$ cat config.mk
export PLATFORM = sky130hd
export DESIGN_NAME = tsp_timer
export DESIGN_NICKNAME = d
export VERILOG_FILES = /design/src/verilog/tsp_pkg.sv /design/src/verilog/tsp_pin_sync.sv /design/src/verilog/tsp_timer.sv
export SDC_FILE = /design/constraint.sdc
export NUM_CORES = 1
export LEC_CHECK = 0
export BUFFER_PORTS_ARGS = -buffer_cell sky130_fd_sc_hd__buf_2
export CAP_MARGIN = 20
export CELL_PAD_IN_SITES_DETAIL_PLACEMENT = 1
export CELL_PAD_IN_SITES_GLOBAL_PLACEMENT = 1
export CORE_AREA = 4 4 107 119
export CTS_BUF_LIST = sky130_fd_sc_hd__clkbuf_4 sky130_fd_sc_hd__clkbuf_8 sky130_fd_sc_hd__clkbuf_16
export DETAILED_ROUTE_END_ITERATION = 16
export DIE_AREA = 0 0 111 123
export HOLD_SLACK_MARGIN = 0.08
export PLACE_DENSITY = 0.5
export RECOVER_POWER = 100
export SYNTH_ARGS = -nofsm -noshare
export SYNTH_HDL_FRONTEND = slang
export SYNTH_HIERARCHICAL = 1
export SYNTH_SLANG_ARGS = --single-unit
$ cat constraint.sdc
create_clock -name i_clock -period 3.87 [get_ports i_clock]
set_input_delay 0.1935 -clock i_clock [delete_from_list [all_inputs] [get_ports i_clock]]
set_output_delay 0.1935 -clock i_clock [all_outputs]
set_load 0.03 [all_outputs]
$ cat src/verilog/tsp_pkg.sv
`default_nettype none
package tsp_pkg;
  // Counter and compare widths
  localparam int TSP_CNT_W = 16;
  localparam int TSP_CMP_P_W = 8;
  // Mode selection encodings
  typedef enum logic [1:0] {
    TSP_MODE_COMPARE = 2'b00,
    TSP_MODE_CAPTURE = 2'b01,
    TSP_MODE_PULSE = 2'b10,
    TSP_MODE_TIMER = 2'b11
  } tsp_mode_t;
  // Pin function encodings
  localparam logic [1:0] TSP_PF_SINGLE = 2'b11;
  localparam logic [1:0] TSP_PF_CAP_RISE = 2'b00;
  localparam logic [1:0] TSP_PF_CAP_FALL = 2'b01;
  localparam logic [1:0] TSP_PF_CAP_BOTH = 2'b10;
  localparam logic [1:0] TSP_PF_CAP_OFF = 2'b11;
  // Reset values and zero/one constants
  localparam logic [15:0] TSP_CNT_RST = 16'h0000;
  localparam logic [15:0] TSP_CMPA_RST = 16'h0000;
  localparam logic [7:0] TSP_CMPP_ZERO = 8'h00;
  localparam logic [15:0] TSP_CNT_ONE = 16'h0001;
  // Synchroniser depth
  localparam int TSP_SYNC_STAGES = 3;
endpackage : tsp_pkg
`default_nettype wire

$ cat src/verilog/tsp_pin_sync.sv
`timescale 1ns/1ns
`default_nettype none
module tsp_pin_sync
  import tsp_pkg::*;
(
  input wire logic i_clock,
  input wire logic i_rstn,
  input wire logic i_pin,
  output logic o_level
);
  // Three-stage chain; stage one only feeds stage two
  logic [TSP_SYNC_STAGES-1:0] chain_ff;
  logic [TSP_SYNC_STAGES-1:0] nxt_chain;
  logic level_ff;
  logic nxt_level;

  // Shift in and accept a change once last two stages agree
  always_comb begin
    nxt_chain = {chain_ff[TSP_SYNC_STAGES-2:0], i_pin};
    nxt_level = level_ff;
    if (chain_ff[1] == chain_ff[2]) begin
      nxt_level = chain_ff[2];
    end
  end

  // Register stage
  always_ff @(posedge i_clock or negedge i_rstn) begin
    if (!i_rstn) begin
      chain_ff <= '0;
      level_ff <= 1'b0;
    end else begin
      chain_ff <= nxt_chain;
      level_ff <= nxt_level;
    end
  end

  assign o_level = level_ff;
endmodule : tsp_pin_sync
`default_nettype wire

$ cat src/verilog/tsp_timer.sv
// Notes on behaviour
// - Counter-on rise starts counter and pulse
// - Trigger pin edge sets counter-on in pulse mode
// - Pulse ends on clear or compare A
// - Compare A match clears on, stops, interrupts
// - Counter zeroed only on counter-on rise in pulse mode
// - Compare P, clear source, swap ignored here
// - Pin function picks capture edge type
// - Capture counter starts on counter-on rise
// - Active edge copies counter into A, interrupts
// - Counter free-runs until counter-on falls
// - Compare P match zeroes counter, interrupts
// - Pin function 11 disables capture only
// - Capture mode has no output function
// - Compare P zero runs to full count
// - Compare P matches top byte of counter plus one
// - Compare A and counter are 16 bits
`timescale 1ns/1ns
`default_nettype none
module tsp_timer
  import tsp_pkg::*;
(
  input wire logic i_clock,
  input wire logic i_rstn,
  input wire logic i_tick,
  input wire logic i_mode_select_hi,
  input wire logic i_mode_select_lo,
  input wire logic i_pin_function_hi,
  input wire logic i_pin_function_lo,
  input wire logic i_clear_source_select,
  input wire logic i_duty_period_swap,
  input wire logic i_output_initial_level,
  input wire logic i_output_polarity,
  input wire logic i_counter_on_wr,
  input wire logic i_counter_on_wdata,
  input wire logic i_compare_a_wr,
  input wire logic [TSP_CNT_W-1:0] i_compare_a_wdata,
  input wire logic [TSP_CMP_P_W-1:0] i_compare_p_value,
  input wire logic i_ext_trigger_pin,
  input wire logic i_capture_input_pin,
  output logic o_counter_on,
  output logic [TSP_CNT_W-1:0] o_counter,
  output logic [TSP_CNT_W-1:0] o_compare_a_value,
  output logic o_timer_output,
  output logic o_timer_irq
);
  tsp_mode_t mode; // Decoded mode field
  logic [1:0] pin_func; // Pin function field
  logic trig_lvl; // Synchronised trigger pin
  logic cap_lvl; // Synchronised capture pin
  logic trig_prev_ff; // Previous trigger level
  logic cap_prev_ff; // Previous capture level
  logic on_ff; // Counter-on bit
  logic on_prev_ff; // Counter-on one cycle ago
  logic [TSP_CNT_W-1:0] cnt_ff; // Timer counter
  logic [TSP_CNT_W-1:0] cmpa_ff; // Compare A register
  logic out_ff; // Output pin level
  logic irq_ff; // Interrupt pulse
  logic nxt_on;
  logic [TSP_CNT_W-1:0] nxt_cnt;
  logic [TSP_CNT_W-1:0] nxt_cmpa;
  logic nxt_out;
  logic nxt_irq;
  logic single_mode; // Pulse mode selected
  logic cap_mode; // Capture mode selected
  logic on_rise; // Counter-on rising edge
  logic running; // Counter-on settled high
  logic trig_edge; // Trigger pin active edge
  logic cap_edge; // Selected capture edge
  logic a_match; // Compare A match this tick
  logic p_match; // Compare P match this tick
  logic [TSP_CNT_W-1:0] cnt_inc; // Counter plus one
  logic act_lvl; // Pulse active level
  logic unused_cfg; // Settings with no effect here

  assign mode = tsp_mode_t'({i_mode_select_hi, i_mode_select_lo});
  assign pin_func = {i_pin_function_hi, i_pin_function_lo};
  // Pulse mode needs both fields; software holds 11 while in use
  assign single_mode = (mode == TSP_MODE_PULSE)
    && (pin_func == TSP_PF_SINGLE);
  assign cap_mode = (mode == TSP_MODE_CAPTURE);
  // No effect in these two modes
  assign unused_cfg = i_clear_source_select ^ i_duty_period_swap;

  // Pins pass the synchroniser before any edge logic
  tsp_pin_sync u_trig_sync (
    .i_clock(i_clock),
    .i_rstn(i_rstn),
    .i_pin(i_ext_trigger_pin),
    .o_level(trig_lvl)
  );
  tsp_pin_sync u_cap_sync (
    .i_clock(i_clock),
    .i_rstn(i_rstn),
    .i_pin(i_capture_input_pin),
    .o_level(cap_lvl)
  );

  assign on_rise = on_ff && !on_prev_ff;
  assign running = on_ff && on_prev_ff;
  // Trigger active on the rising edge of the pin
  assign trig_edge = trig_lvl && !trig_prev_ff;
  // Active level: initial level picks it, polarity inverts it
  assign act_lvl = i_output_initial_level ^ i_output_polarity;

  // Capture edge selection
  always_comb begin
    case (pin_func)
      TSP_PF_CAP_RISE: cap_edge = cap_lvl && !cap_prev_ff;
      TSP_PF_CAP_FALL: cap_edge = !cap_lvl && cap_prev_ff;
      TSP_PF_CAP_BOTH: cap_edge = cap_lvl != cap_prev_ff;
      TSP_PF_CAP_OFF: cap_edge = 1'b0;
      default: cap_edge = 1'b0;
    endcase
  end

  // Matches are judged on timer ticks only
  assign a_match = single_mode && running && i_tick
    && (cnt_ff == cmpa_ff);
  // Shared by counting and the P compare
  assign cnt_inc = cnt_ff + TSP_CNT_ONE;
  // Clear as the count would reach P x 256, so the period is exactly
  // P x 256 ticks; zero P never matches and the counter wraps
  assign p_match = cap_mode && running && i_tick
    && (i_compare_p_value != TSP_CMPP_ZERO)
    && (cnt_inc[TSP_CNT_W-TSP_CMP_P_W-1:0] == '0)
    && (cnt_inc[TSP_CNT_W-1:TSP_CNT_W-TSP_CMP_P_W]
        == i_compare_p_value);

  // Counter-on bit; trigger set beats any clear in the same cycle
  always_comb begin
    nxt_on = on_ff;
    if (i_counter_on_wr) begin
      nxt_on = i_counter_on_wdata;
    end
    if (a_match) begin
      nxt_on = 1'b0;
    end
    if (single_mode && trig_edge) begin
      nxt_on = 1'b1;
    end
  end

  // Counter, compare A, output and interrupt
  always_comb begin
    nxt_cnt = cnt_ff;
    nxt_cmpa = cmpa_ff;
    nxt_out = out_ff;
    nxt_irq = 1'b0;
    if (i_compare_a_wr) begin
      nxt_cmpa = i_compare_a_wdata;
    end
    if (on_rise) begin
      // Only a rise zeroes the counter in pulse mode
      nxt_cnt = TSP_CNT_RST;
    end else if (a_match) begin
      // Counter holds where it matched
      nxt_irq = 1'b1;
    end else if (p_match) begin
      nxt_cnt = TSP_CNT_RST;
      nxt_irq = 1'b1;
    end else if (running && i_tick) begin
      nxt_cnt = cnt_inc;
    end
    // Capture overrides a same-cycle software write
    if (cap_mode && cap_edge) begin
      nxt_cmpa = cnt_ff;
      nxt_irq = 1'b1;
    end
    if (single_mode) begin
      if (on_rise) begin
        nxt_out = act_lvl;
      end else if (!on_ff) begin
        nxt_out = !act_lvl;
      end
    end else begin
      // Capture and other modes leave the pin idle
      nxt_out = i_output_polarity && unused_cfg && 1'b0;
    end
  end

  // Register stage
  always_ff @(posedge i_clock or negedge i_rstn) begin
    if (!i_rstn) begin
      on_ff <= 1'b0;
      on_prev_ff <= 1'b0;
      trig_prev_ff <= 1'b0;
      cap_prev_ff <= 1'b0;
      cnt_ff <= TSP_CNT_RST;
      cmpa_ff <= TSP_CMPA_RST;
      out_ff <= 1'b0;
      irq_ff <= 1'b0;
    end else begin
      on_ff <= nxt_on;
      on_prev_ff <= on_ff;
      trig_prev_ff <= trig_lvl;
      cap_prev_ff <= cap_lvl;
      cnt_ff <= nxt_cnt;
      cmpa_ff <= nxt_cmpa;
      out_ff <= nxt_out;
      irq_ff <= nxt_irq;
    end
  end

  assign o_counter_on = on_ff;
  assign o_counter = cnt_ff;
  assign o_compare_a_value = cmpa_ff;
  assign o_timer_output = out_ff;
  assign o_timer_irq = irq_ff;
endmodule : tsp_timer
`default_nettype wire

==> results.txt, run 1 <==
Skew final: 0.00859 ns
First-pass GRT wire length: 14500 um
Via-per-instance ratio: 4.74
Max-Cap Viols: 1
Async SR Flop Fraction: 1.00
Cts bufs inserted: 5
Fill cells: 1359
Detailed-router iteration count before antenna repair: 4
Worst Path Buf+Inv: 0
Skew-Pair Late Insertion Delay: 0.29 ns
Initial Util: 0.248
Status: complete, but fails checks
Final Power: 1.25 mW
Mapped Cells: 304
Setup CP Type: reg -> reg
Register bit total from synthesis: 46
# setup viols final: 0
CTS max path bufs: 2
Fin. max-slew vios: 31
CP top delay family: simple AND/OR/NAND/NOR gates
Worst slew pin tran: 1.67 ns
Die ar.: 13700 sq um
Vias: 2464
Maximum VDD drop: 0.160 mV
Clock transition at path regs: 0.07 ns
Synth Area per Inst: 9.33 sq um
Final HPWL DP: 7010 um
Antenna-violating nets left: 0
CP max stage delay: 0.59 ns
Slowest-stage cell, CP: dfrtp_1
Arrival time worst endpoint: 3.17 ns
Drt total wl: 9050 um
Worst path cell trace: nand4_1 > nor4_1 > xor3_1 > a2111o_1 > nor4_4 > o21ai_0
Violated checks: capacitance limit, slew limit
Synth warn: 6
Final nets: 413
TritonCTS clock tree: yes
Vias in the first global route: 2634
Tmin final: 3.03 ns
Final period utilization: 0.782
Clk sink count: 46
Die height: 123 um
Placed instance count: 509
GPL Wtd Cong: 0.767
Core area: 11400 sq um
Diodes inserted: 0
FP Rows: 41
Share of layout cells above drive strength 1: 0.151
Post-synth cell types: 49
Worst r2r path cells: 6
Synthesized area: 2840 sq um
Static Leak: 1.46 nW
CP Launch Type: flip-flop
CP Max Fanout: 9
Min-delay worst type: in -> reg
Gr ovfl total: 0
Area growth from synthesis to layout: 21.9%
Worst Slack Setup Final: 0.843 ns
Largest net degree at the start of global routing: 34
Post-CTS setup buffer count: 0
Endpoints failing hold: 0
# IOs: 75
Hold depth: 3
Power Dens Cells: 362 nW/um^2
# port buffers: 72
Initial antenna violation count: 0
Fmax: 0.330 GHz
Post-DP Area: 3340 sq um
CP Capture Type: flip-flop
Worst path depth: 6
Register area share after synthesis: 0.406
Post-synth EDFFs: 0
RSZ-0062 raised after global routing: false
WP data required: 4.01 ns
Post-route setup TNS: 0 ns
Non-filler cells in the finished layout: 520
DRC viols: 0
Leading register cell type out of synthesis: dfrtp_1
Cell area after layout: 3460 sq um
Rel. slew slack: -0.115
Place WS: 0.836 ns
Syn Nets: 348
CTS root buf: clkbuf_16
Die X: 111 um
Wirelength per Cell: 17.4 um
H-tree Lvls: 2
Drt initial violations: 60
GRT Total Usage: 0.135
==> worst min-delay path, stage by stage <==
cell and delay [ns]:
buf_2 0.07, mux2i_1 0.05, o21ai_0 0.13
==> report_power, final <==
group | internal (mW) | total, mW | leakage (nW) | switching, mW
clock network | 0.242 | 0.450 | 0.0664 | 0.208
logic | 0.0798 | 0.241 | 0.809 | 0.161
registers | 0.517 | 0.562 | 0.581 | 0.0450
==> Yosys cell counts, drive strengths merged (2+ instances only) <==
cell,count,area share
o31ai,7,0.019
clkbuf,12,0.016
maj3,2,0.0079
a21oi,12,0.021
xnor2,12,0.037
inv,10,0.013
nand2b,2,0.0044
o2111ai,2,0.0062
ha,4,0.018
dfrtp,46,0.41
o21ai,21,0.037
nor2,10,0.013
nand4,10,0.022
xor2,21,0.065
o22ai,2,0.0044
and2,4,0.0088
mux2i,20,0.071
buf,12,0.021
and4,2,0.0071
nor3,7,0.014
nand3,7,0.017
or3,2,0.0044
nand2,37,0.049
a21o,3,0.0079
nor4,13,0.036
or4b,2,0.0071
and3,6,0.013
a211oi,2,0.0053
==> worst paths after layout <==
path	from	to	slack, ns
max	o_counter[11]	o_counter[1]	0.84
max reg2reg	o_counter[11]	o_counter[1]	0.84
min in group asynchronous	i_rstn	o_counter[15]	0.59
min	i_compare_a_wdata[1]	o_compare_a_value[1]	0.19
max in group asynchronous	i_rstn	o_compare_a_value[14]	1.20
min reg2reg	u_cap_sync/chain_ff[0]	u_cap_sync/chain_ff[1]	0.35
==> area by class of cell <==
| cell class | instances | area, sq um | area share |
|---|---|---|---|
| Sequential cell | 46 | 1150 | 0.333 |
| Inverter | 10 | 37.5 | 0.0109 |
| Clock buffer | 5 | 125 | 0.0362 |
| Clock inverter | 3 | 23.8 | 0.00688 |
| Multi-Input combinational cell | 224 | 1540 | 0.446 |
| Timing Repair Buffer | 82 | 392 | 0.113 |
| Tap cell | 150 | 188 | 0.0543 |
==> layer usage <==
layer / global-route usage / up-vias / share of wire
met2: 0.228 / 49 / 0.48
li1: - / 1222 / -
met4: 0.0277 / 0 / 0.0072
met5: 0 / - / 0
met1: 0.182 / 1187 / 0.48
met3: 0.0255 / 6 / 0.034
==> cells in the final DEF, fill, tap and decap left out, drive strengths merged, types with 3 or more instances in the layout <==
| cell | count |
|---|---|
| nand4 | 10 |
| nor2 | 10 |
| dfrtp | 46 |
| nor4 | 13 |
| ha | 4 |
| o31ai | 7 |
| nand2 | 37 |
| mux2i | 20 |
| a21oi | 12 |
| xor2 | 21 |
| a21o | 3 |
| nand3 | 7 |
| and3 | 6 |
| inv | 11 |
| o21ai | 21 |
| xnor2 | 12 |
| and2 | 4 |
| buf | 42 |
| dlygate4sd3 | 3 |
| clkbuf | 42 |
| nor3 | 7 |
==> metrics by stage <==
stage,utilization,hold slack (ns)
2_1_floorplan,-,-0.102
3_3_place_gp,0.291,0.302
3_5_place_dp,0.292,0.177
4_1_cts,0.308,0.192
5_1_grt,0.302,0.212
6_report,0.302,0.190
==> repair_timing <==
action	CTS	global route
resized for setup	0	0
hold endpoints to repair	18	0
hold buffers	3	0
setup endpoints to repair	0	0
==> kinds of logic (layout without fill, tap and decap cells) <==
group                    after synthesis  after routing  share of synthesized area
AND/OR/NAND/NOR                      105            105                      0.204
AO/OA/AOI/OAI                         58             58                      0.129
flip-flops                            46             46                      0.406
XOR/XNOR                              34             34                      0.110
buffers and inverters                 34            100                     0.0499
multiplexers                          21             21                     0.0746
adder cells (fa/ha/maj)                6              6                     0.0256
==> sequential cells by signal, summed over array words and instances (netlist names) <==
register and count:
o_compare_a_value 16, o_counter 16, u_cap_sync/chain_ff 3, u_trig_sync/chain_ff 3, cap_prev_ff 1, o_counter_on 1
o_timer_irq 1, o_timer_output 1, on_prev_ff 1, trig_prev_ff 1, u_cap_sync/o_level 1, u_trig_sync/o_level 1
Power figures use the tool's default switching activity.
==> inputs of run 2 (changes only) <==
- ABC_AREA: unset -> 1
- CORE_AREA: 4 4 107 119 -> 4 4 108 121
- DIE_AREA: 0 0 111 123 -> 0 0 112 125
- PLACE_DENSITY: 0.5 -> 0.53
- clock period: 3.87 -> 2.7 ns (I/O delays scaled with it)
==> run 2 against run 1 <==
  * The run now ends clean
  * Synthesized cell count is 18% higher
  * Via count up 10%
  * Clock power grew 60%
  * Worst hold slack lost 0.091 ns
  * Worst setup slack worse by 0.51 ns
  * Final cell count rose by 14%
  * Largest power group unchanged
  * Largest cell class unchanged
  * Combinational power grew 48%
  * First-iteration DRC count grew 57%
  * Count of clock-buffer cells in the layout is 1 higher
==> results.txt, run 2 <==
Final nets: 483 (+17%)
Post-route setup TNS: 0 ns (unchanged)
Slowest-stage cell, CP: clkbuf_1
Die ar.: 14000 sq um (+2.5%)
Die X: 112 um (+0.90%)
Synth Area per Inst: 8.09 sq um (-13%)
Clk pwr share: 0.389 (+0.030)
Commonest non-fill, non-tap cell in the layout: nand2_1
Power Dens Cells: 520 nW/um^2 (+43%)
Final Power: 1.86 mW (+48%)
Initial antenna violation count: 0 (unchanged)
CTS root buf: clkbuf_16
Synthesized area: 2910 sq um (+2.7%)
Fmax: 0.423 GHz (+28%)
Min-delay worst type: in -> reg
Placed instance count: 583 (+15%)
Share of layout cells above drive strength 1: 0.180 (+0.0282)
Skew final: 0.00537 ns (-0.00322 ns)
Tmin final: 2.37 ns (-0.660 ns)
Most frequent cells in the layout: 75 x nand2_1, 59 x nand3_1, 46 x dfrtp_1
Gate power share: 0.192 (about the same)
Seq pwr share: 0.419 (-0.029)
Sw frac: 0.300 (-0.0309)
Post-synth top cells: 75 x nand2_1, 51 x nand3_1, 46 x dfrtp_1
Hold WS: 0.0991 ns (-0.0910 ns)
Initial Util: 0.246 (-0.00160)
Core area: 11800 sq um (+3.4%)
Largest net degree at the start of global routing: 34 (unchanged)
NetSw: 0.556 mW (+34%)
FP Rows: 42 (+2.4%)
First-pass GRT wire length: 15700 um (+8.1%)
Int Power: 1.30 mW (+55%)
Fin. max-slew vios: 0 (-100%)
Clk sink count: 46 (unchanged)
Maximum VDD drop: 0.206 mV (+29%)
Synth warn: 6 (unchanged)
Worst Slack Setup Final: 0.334 ns (-0.510 ns)
Gr ovfl total: 0 (unchanged)
Drt total wl: 9400 um (+3.9%)
Post-synth EDFFs: 0 (unchanged)
RSZ-0062 raised after global routing: false
Non-filler cells in the finished layout: 594 (+14%)
GRT Total Usage: 0.139 (+0.00411)
# IOs: 75 (unchanged)
CTS max path bufs: 2 (unchanged)
CP Max Fanout: 19 (+10)
Register area share after synthesis: 0.395 (-0.0106)
Rel. slew slack: 0.435 (+0.551)
Syn Nets: 404 (+16%)
Endpoints failing hold: 0 (unchanged)
Post-synth cell types: 35 (-29%)
Via-per-instance ratio: 4.58 (-3.4%)
CP Capture Type: flip-flop
TritonCTS clock tree: yes
CP Launch Type: flip-flop
Worst slew pin tran: 0.847 ns (-0.826 ns)
DRC viols: 0 (unchanged)
GPL Wtd Cong: 0.814 (+6.1%)
Final HPWL DP: 7520 um (+7.3%)
Wirelength per Cell: 15.8 um (-9.0%)
Leading register cell type out of synthesis: dfrtp_1
Static Leak: 1.63 nW (+12%)
Most numerous cell in the Yosys netlist: nand2_1
WP data required: 2.90 ns (-1.11 ns)
Async SR Flop Fraction: 1.00 (unchanged)
Arrival time worst endpoint: 2.56 ns (-0.61 ns)
Diodes inserted: 0 (unchanged)
Share of the synthesized area in the top cell type: 0.395 (-0.0106)
Max-Cap Viols: 0 (-1)
# port buffers: 72 (unchanged)
Drt initial violations: 94 (+57%)
Die height: 125 um (+1.6%)
Synth top area cells: dfrtp_1 40%, nand2_1 9.7%, nand3_1 8.8%, inv_1 4.9%, nand3_2 3.8%
Mapped Cells: 360 (+18%)
Clock transition at path regs: 0.07 ns (about the same)
Cts bufs inserted: 5 (unchanged)
Post-synth top area cell: dfrtp_1
Vias: 2720 (+10%)
Skew-Pair Late Insertion Delay: 0.29 ns (about the same)
Register bit total from synthesis: 46 (unchanged)
Setup CP Type: reg -> reg
Vias in the first global route: 2900 (+10%)
Status: completed
Final period utilization: 0.876 (+0.0943)
H-tree Lvls: 2 (unchanged)
Area growth from synthesis to layout: 22.6%
Worst path cell trace: ha_1 > o311ai_0 > clkbuf_1 > nand3_1 > o211ai_1
# setup viols final: 0 (unchanged)
CP max stage delay: 0.68 ns (+0.09 ns)
Detailed-router iteration count before antenna repair: 4 (unchanged)
Place WS: 0.313 ns (-0.522 ns)
Antenna-violating nets left: 0 (unchanged)
[run 2: changes by cell type after synthesis, moves of 10 or more]
| cell | delta |
|---|---|
| nand3_1 | +45 |
| nand2_1 | +38 |
| mux2i_1 | -20 |
| nand2_2 | +12 |
| o21ai_0 | -10 |
| nand3_2 | +11 |
| o211ai_1 | +13 |
| nor2_1 | +13 |
| inv_1 | +28 |
| xor2_1 | -10 |
| buf_2 | -10 |
[run 2: worst max-delay path: cells and delay by family, from the launching register on]
kind                       cells  cell delay [ns]
AOI/OAI and AO/OA              2             0.72
buffers and inverters          1             0.68
DFF                            1             0.42
and+or+nand+nor                1             0.24
adders and majority gates      1             0.21
[run 2: kinds of logic (layout without fill, tap and decap cells)]
group | after synthesis | count (layout) | synth area share
flip-flops | 46 | 46 | 0.395
XOR/XNOR | 25 | 25 | 0.0898
AO/OA/AOI/OAI | 32 | 32 | 0.0782
buffers and inverters | 53 | 133 | 0.0739
adder cells (fa/ha/maj) | 4 | 4 | 0.0172
AND/OR/NAND/NOR | 200 | 200 | 0.346
[run 2: cell type report]
class	instances	area [sq um]
Timing Repair Buffer	83	393
Fill cell	1446	8250
Sequential cell	46	1150
Clock inverter	2	37.5
Multi-Input combinational cell	261	1510
Inverter	42	158
Tap cell	154	193
Clock buffer	6	133
[run 2: repair_timing]
item / CTS / global route
hold buffers: 3 / 0
buffers inserted: 0 / 0
endpoints found under the hold margin: 15 / 0
gates resized for setup: 0 / 1
endpoints found under the setup margin: 0 / 10
[run 2: routing by layer]
metal	track usage	part of all wire
met1	0.181	0.45
met2	0.240	0.50
met3	0.0208	0.026
met4	0.0410	0.021
met5	0	0
[run 2: power by group through the flow]
stage	sequential, mW	combinational [mW]	clock [mW]
CTS	0.779	0.388	0.750
global placement	0.790	0.378	0
floorplan	0.856	0.154	0
finish	0.778	0.357	0.721
detailed placement	0.792	0.384	0
global route	0.786	0.399	0.770
[run 2: worst paths after layout]
check | endpoint | slack, ns | start | depth (start not counted)
setup / recovery | o_compare_a_value[10] | 0.33 | u_cap_sync/o_level | 5
hold / removal | o_compare_a_value[3] | 0.1 | i_compare_a_wdata[3] | 3
setup reg to reg | o_compare_a_value[10] | 0.33 | u_cap_sync/o_level | 5
hold reg to reg | u_cap_sync/chain_ff[1] | 0.35 | u_cap_sync/chain_ff[0] | 0
max in group asynchronous | o_counter[14] | 0.90 | i_rstn | 3
min in group asynchronous | o_compare_a_value[8] | 0.47 | i_rstn | 2
[run 2: per-stage QoR]
step / utilization / area [sq um]
3_3_place_gp: 0.294 / 3480
5_1_grt: 0.302 / 3570
3_5_place_dp: 0.294 / 3480
4_1_cts: 0.311 / 3680
2_1_floorplan: - / 2910
6_report: 0.302 / 3570
==> inputs of run 3 (changes only) <==
- RECOVER_POWER: 100 -> 25
==> run 3 against run 2 <==
  * Critical path depth is 5 higher
  * Combinational power is 5% higher
  * Clock skew hardly changed
  * Utilization is 0.89 points higher
==> results.txt, run 3 (synthesis results as in run 2) <==
CP top delay family: simple AND/OR/NAND/NOR gates
Worst r2r path cells: 10 (+5)
Post-CTS setup buffer count: 0 (unchanged)
Vias in the first global route: 2900 (unchanged)
CTS root buf: clkbuf_16
RSZ-0062 raised after global routing: false
# port buffers: 72 (unchanged)
Diodes inserted: 0 (unchanged)
Worst path cell trace: ha_1 > nand2_1 > nor2_1 > nand2_1 > xor3_1 > nand3_1 > nor2_1 > nand3_4 > nand3_1 > nand2_1
Critical R2R Capture: o_counter[11]
TritonCTS clock tree: yes
GRT Total Usage: 0.139 (unchanged)
Share of layout cells above drive strength 1: 0.268 (+0.0886)
Vias: 2717 (-0.11%)
Die X: 112 um (unchanged)
Die ar.: 14000 sq um (unchanged)
Worst Path Buf+Inv: 0 (-1)
Hold WS: 0.0996 ns (+0.000475 ns)
CP Launch Type: flip-flop
Arrival time worst endpoint: 2.45 ns (-0.11 ns)
CP Max Fanout: 11 (-8)
Maximum VDD drop: 0.206 mV (-0.23%)
Final period utilization: 0.842 (-0.0340)
Initial Util: 0.246 (unchanged)
Clk sink count: 46 (unchanged)
Fmax: 0.440 GHz (+4.0%)
Drt initial violations: 82 (-13%)
Hold EP: o_compare_a_value[3]
CP Capture Type: flip-flop
GPL Wtd Cong: 0.814 (unchanged)
Wirelength per Cell: 15.8 um (about the same)
First-pass GRT wire length: 15700 um (unchanged)
Power Dens Cells: 509 nW/um^2 (-2.0%)
Antenna-violating nets left: 0 (unchanged)
Initial antenna violation count: 0 (unchanged)
Status: completed
Most frequent cells in the layout: 75 x nand2_1, 64 x buf_2, 51 x nand3_1
Largest net degree at the start of global routing: 34 (unchanged)
Worst slew pin tran: 0.851 ns (+0.00342 ns)
Drt total wl: 9400 um (about the same)
Final Util: 0.311 (+0.00889)
Min-delay worst type: in -> reg
Final nets: 483 (unchanged)
Clock transition at path regs: 0.07 ns (about the same)
Via-per-instance ratio: 4.57 (-0.11%)
CTS max path bufs: 2 (unchanged)
Final Power: 1.87 mW (+0.88%)
Max-Cap Viols: 0 (unchanged)
WP data required: 2.87 ns (-0.03 ns)
Post-route setup TNS: 0 ns (unchanged)
Area growth from synthesis to layout: 26.2%
R2R setup slack: 0.43 ns (+0.09 ns)
Rel. slew slack: 0.433 (-0.00228)
Cts bufs inserted: 5 (unchanged)
Slowest-stage cell, CP: dfrtp_1
Gr ovfl total: 0 (unchanged)
Core area: 11800 sq um (unchanged)
Worst r2r src: o_counter[0]
Setup CP Type: reg -> reg
Detailed-router iteration count before antenna repair: 4 (unchanged)
Static Leak: 1.75 nW (+7.3%)
Hold Startpoint: i_compare_a_wdata[3]
Hold depth: 3 (unchanged)
Endpoints failing hold: 0 (unchanged)
Fin. max-slew vios: 0 (unchanged)
CP max stage delay: 0.42 ns (-0.26 ns)
Tmin final: 2.27 ns (-0.0918 ns)
FP Rows: 42 (unchanged)
DRC viols: 0 (unchanged)
Most common cell on crit path: nand2_1
# setup viols final: 0 (unchanged)
H-tree Lvls: 2 (unchanged)
Commonest non-fill, non-tap cell in the layout: nand2_1
Skew-Pair Late Insertion Delay: 0.29 ns (about the same)
Die height: 125 um (unchanged)
Final HPWL DP: 7520 um (unchanged)
# IOs: 75 (unchanged)
Skew final: 0.00541 ns (+0.0000449 ns)
-- run 3: metrics by stage --
stage / setup slack (ns) / instances / area [sq um]
final: 0.425 / 594 / 3670
after floorplan: 0.622 / 360 / 2910
after CTS: 0.276 / 594 / 3680
after global routing: 0.0606 / 594 / 3670
after detailed placement: 0.313 / 583 / 3480
after global placement: 0.353 / 583 / 3480
-- run 3: worst reg2reg max path, cell delays in order (launching register included) --
cell     delay [ns]
dfrtp_1        0.42
ha_1           0.24
nand2_1        0.07
nor2_1         0.23
nand2_1        0.18
xor3_1         0.24
nand3_1        0.10
nor2_1         0.25
nand3_4        0.24
nand3_1        0.14
nand2_1        0.06
-- run 3: routing by layer --
layer | GRT usage | part of all wire
met4 | 0.0410 | 0.022
met2 | 0.240 | 0.50
met3 | 0.0208 | 0.026
met1 | 0.181 | 0.45
met5 | 0 | 0
-- run 3: timing repair --
action                                  in CTS  in global routing
resized for setup                            0                  1
endpoints found under the setup margin       0                 10
hold buffers                                 3                  0
hold endpoints to repair                    15                  0
-- run 3: worst max path at each step --
stage                         end  slack (ns)  cells after the start    startpoint
finish              o_counter[11]        0.43                     10  o_counter[0]
global placement    o_counter[11]        0.35                     10  o_counter[0]
CTS                 o_counter[11]        0.28                     12  o_counter[0]
global route        o_counter[11]        0.06                     12  o_counter[0]
detailed placement  o_counter[11]        0.31                     12  o_counter[0]
floorplan            o_counter[8]        0.62                     13  o_counter[1]
-- run 3: layout make-up --
class / count / area (sq um)
inverter: 42 / 158
fill: 1436 / 8150
clock buffer: 6 / 133
timing repair buffer: 83 / 440
tap: 154 / 193
multi-input combinational: 261 / 1560
clock inverter: 2 / 37.5
sequential: 46 / 1150
-- run 3: power by group --
group          total, mW  switching, mW  internal, mW  leakage [nW]
Clock              0.720          0.272         0.448        0.0805
Combinational      0.375          0.245         0.130          1.07
Sequential         0.777         0.0422         0.735         0.591
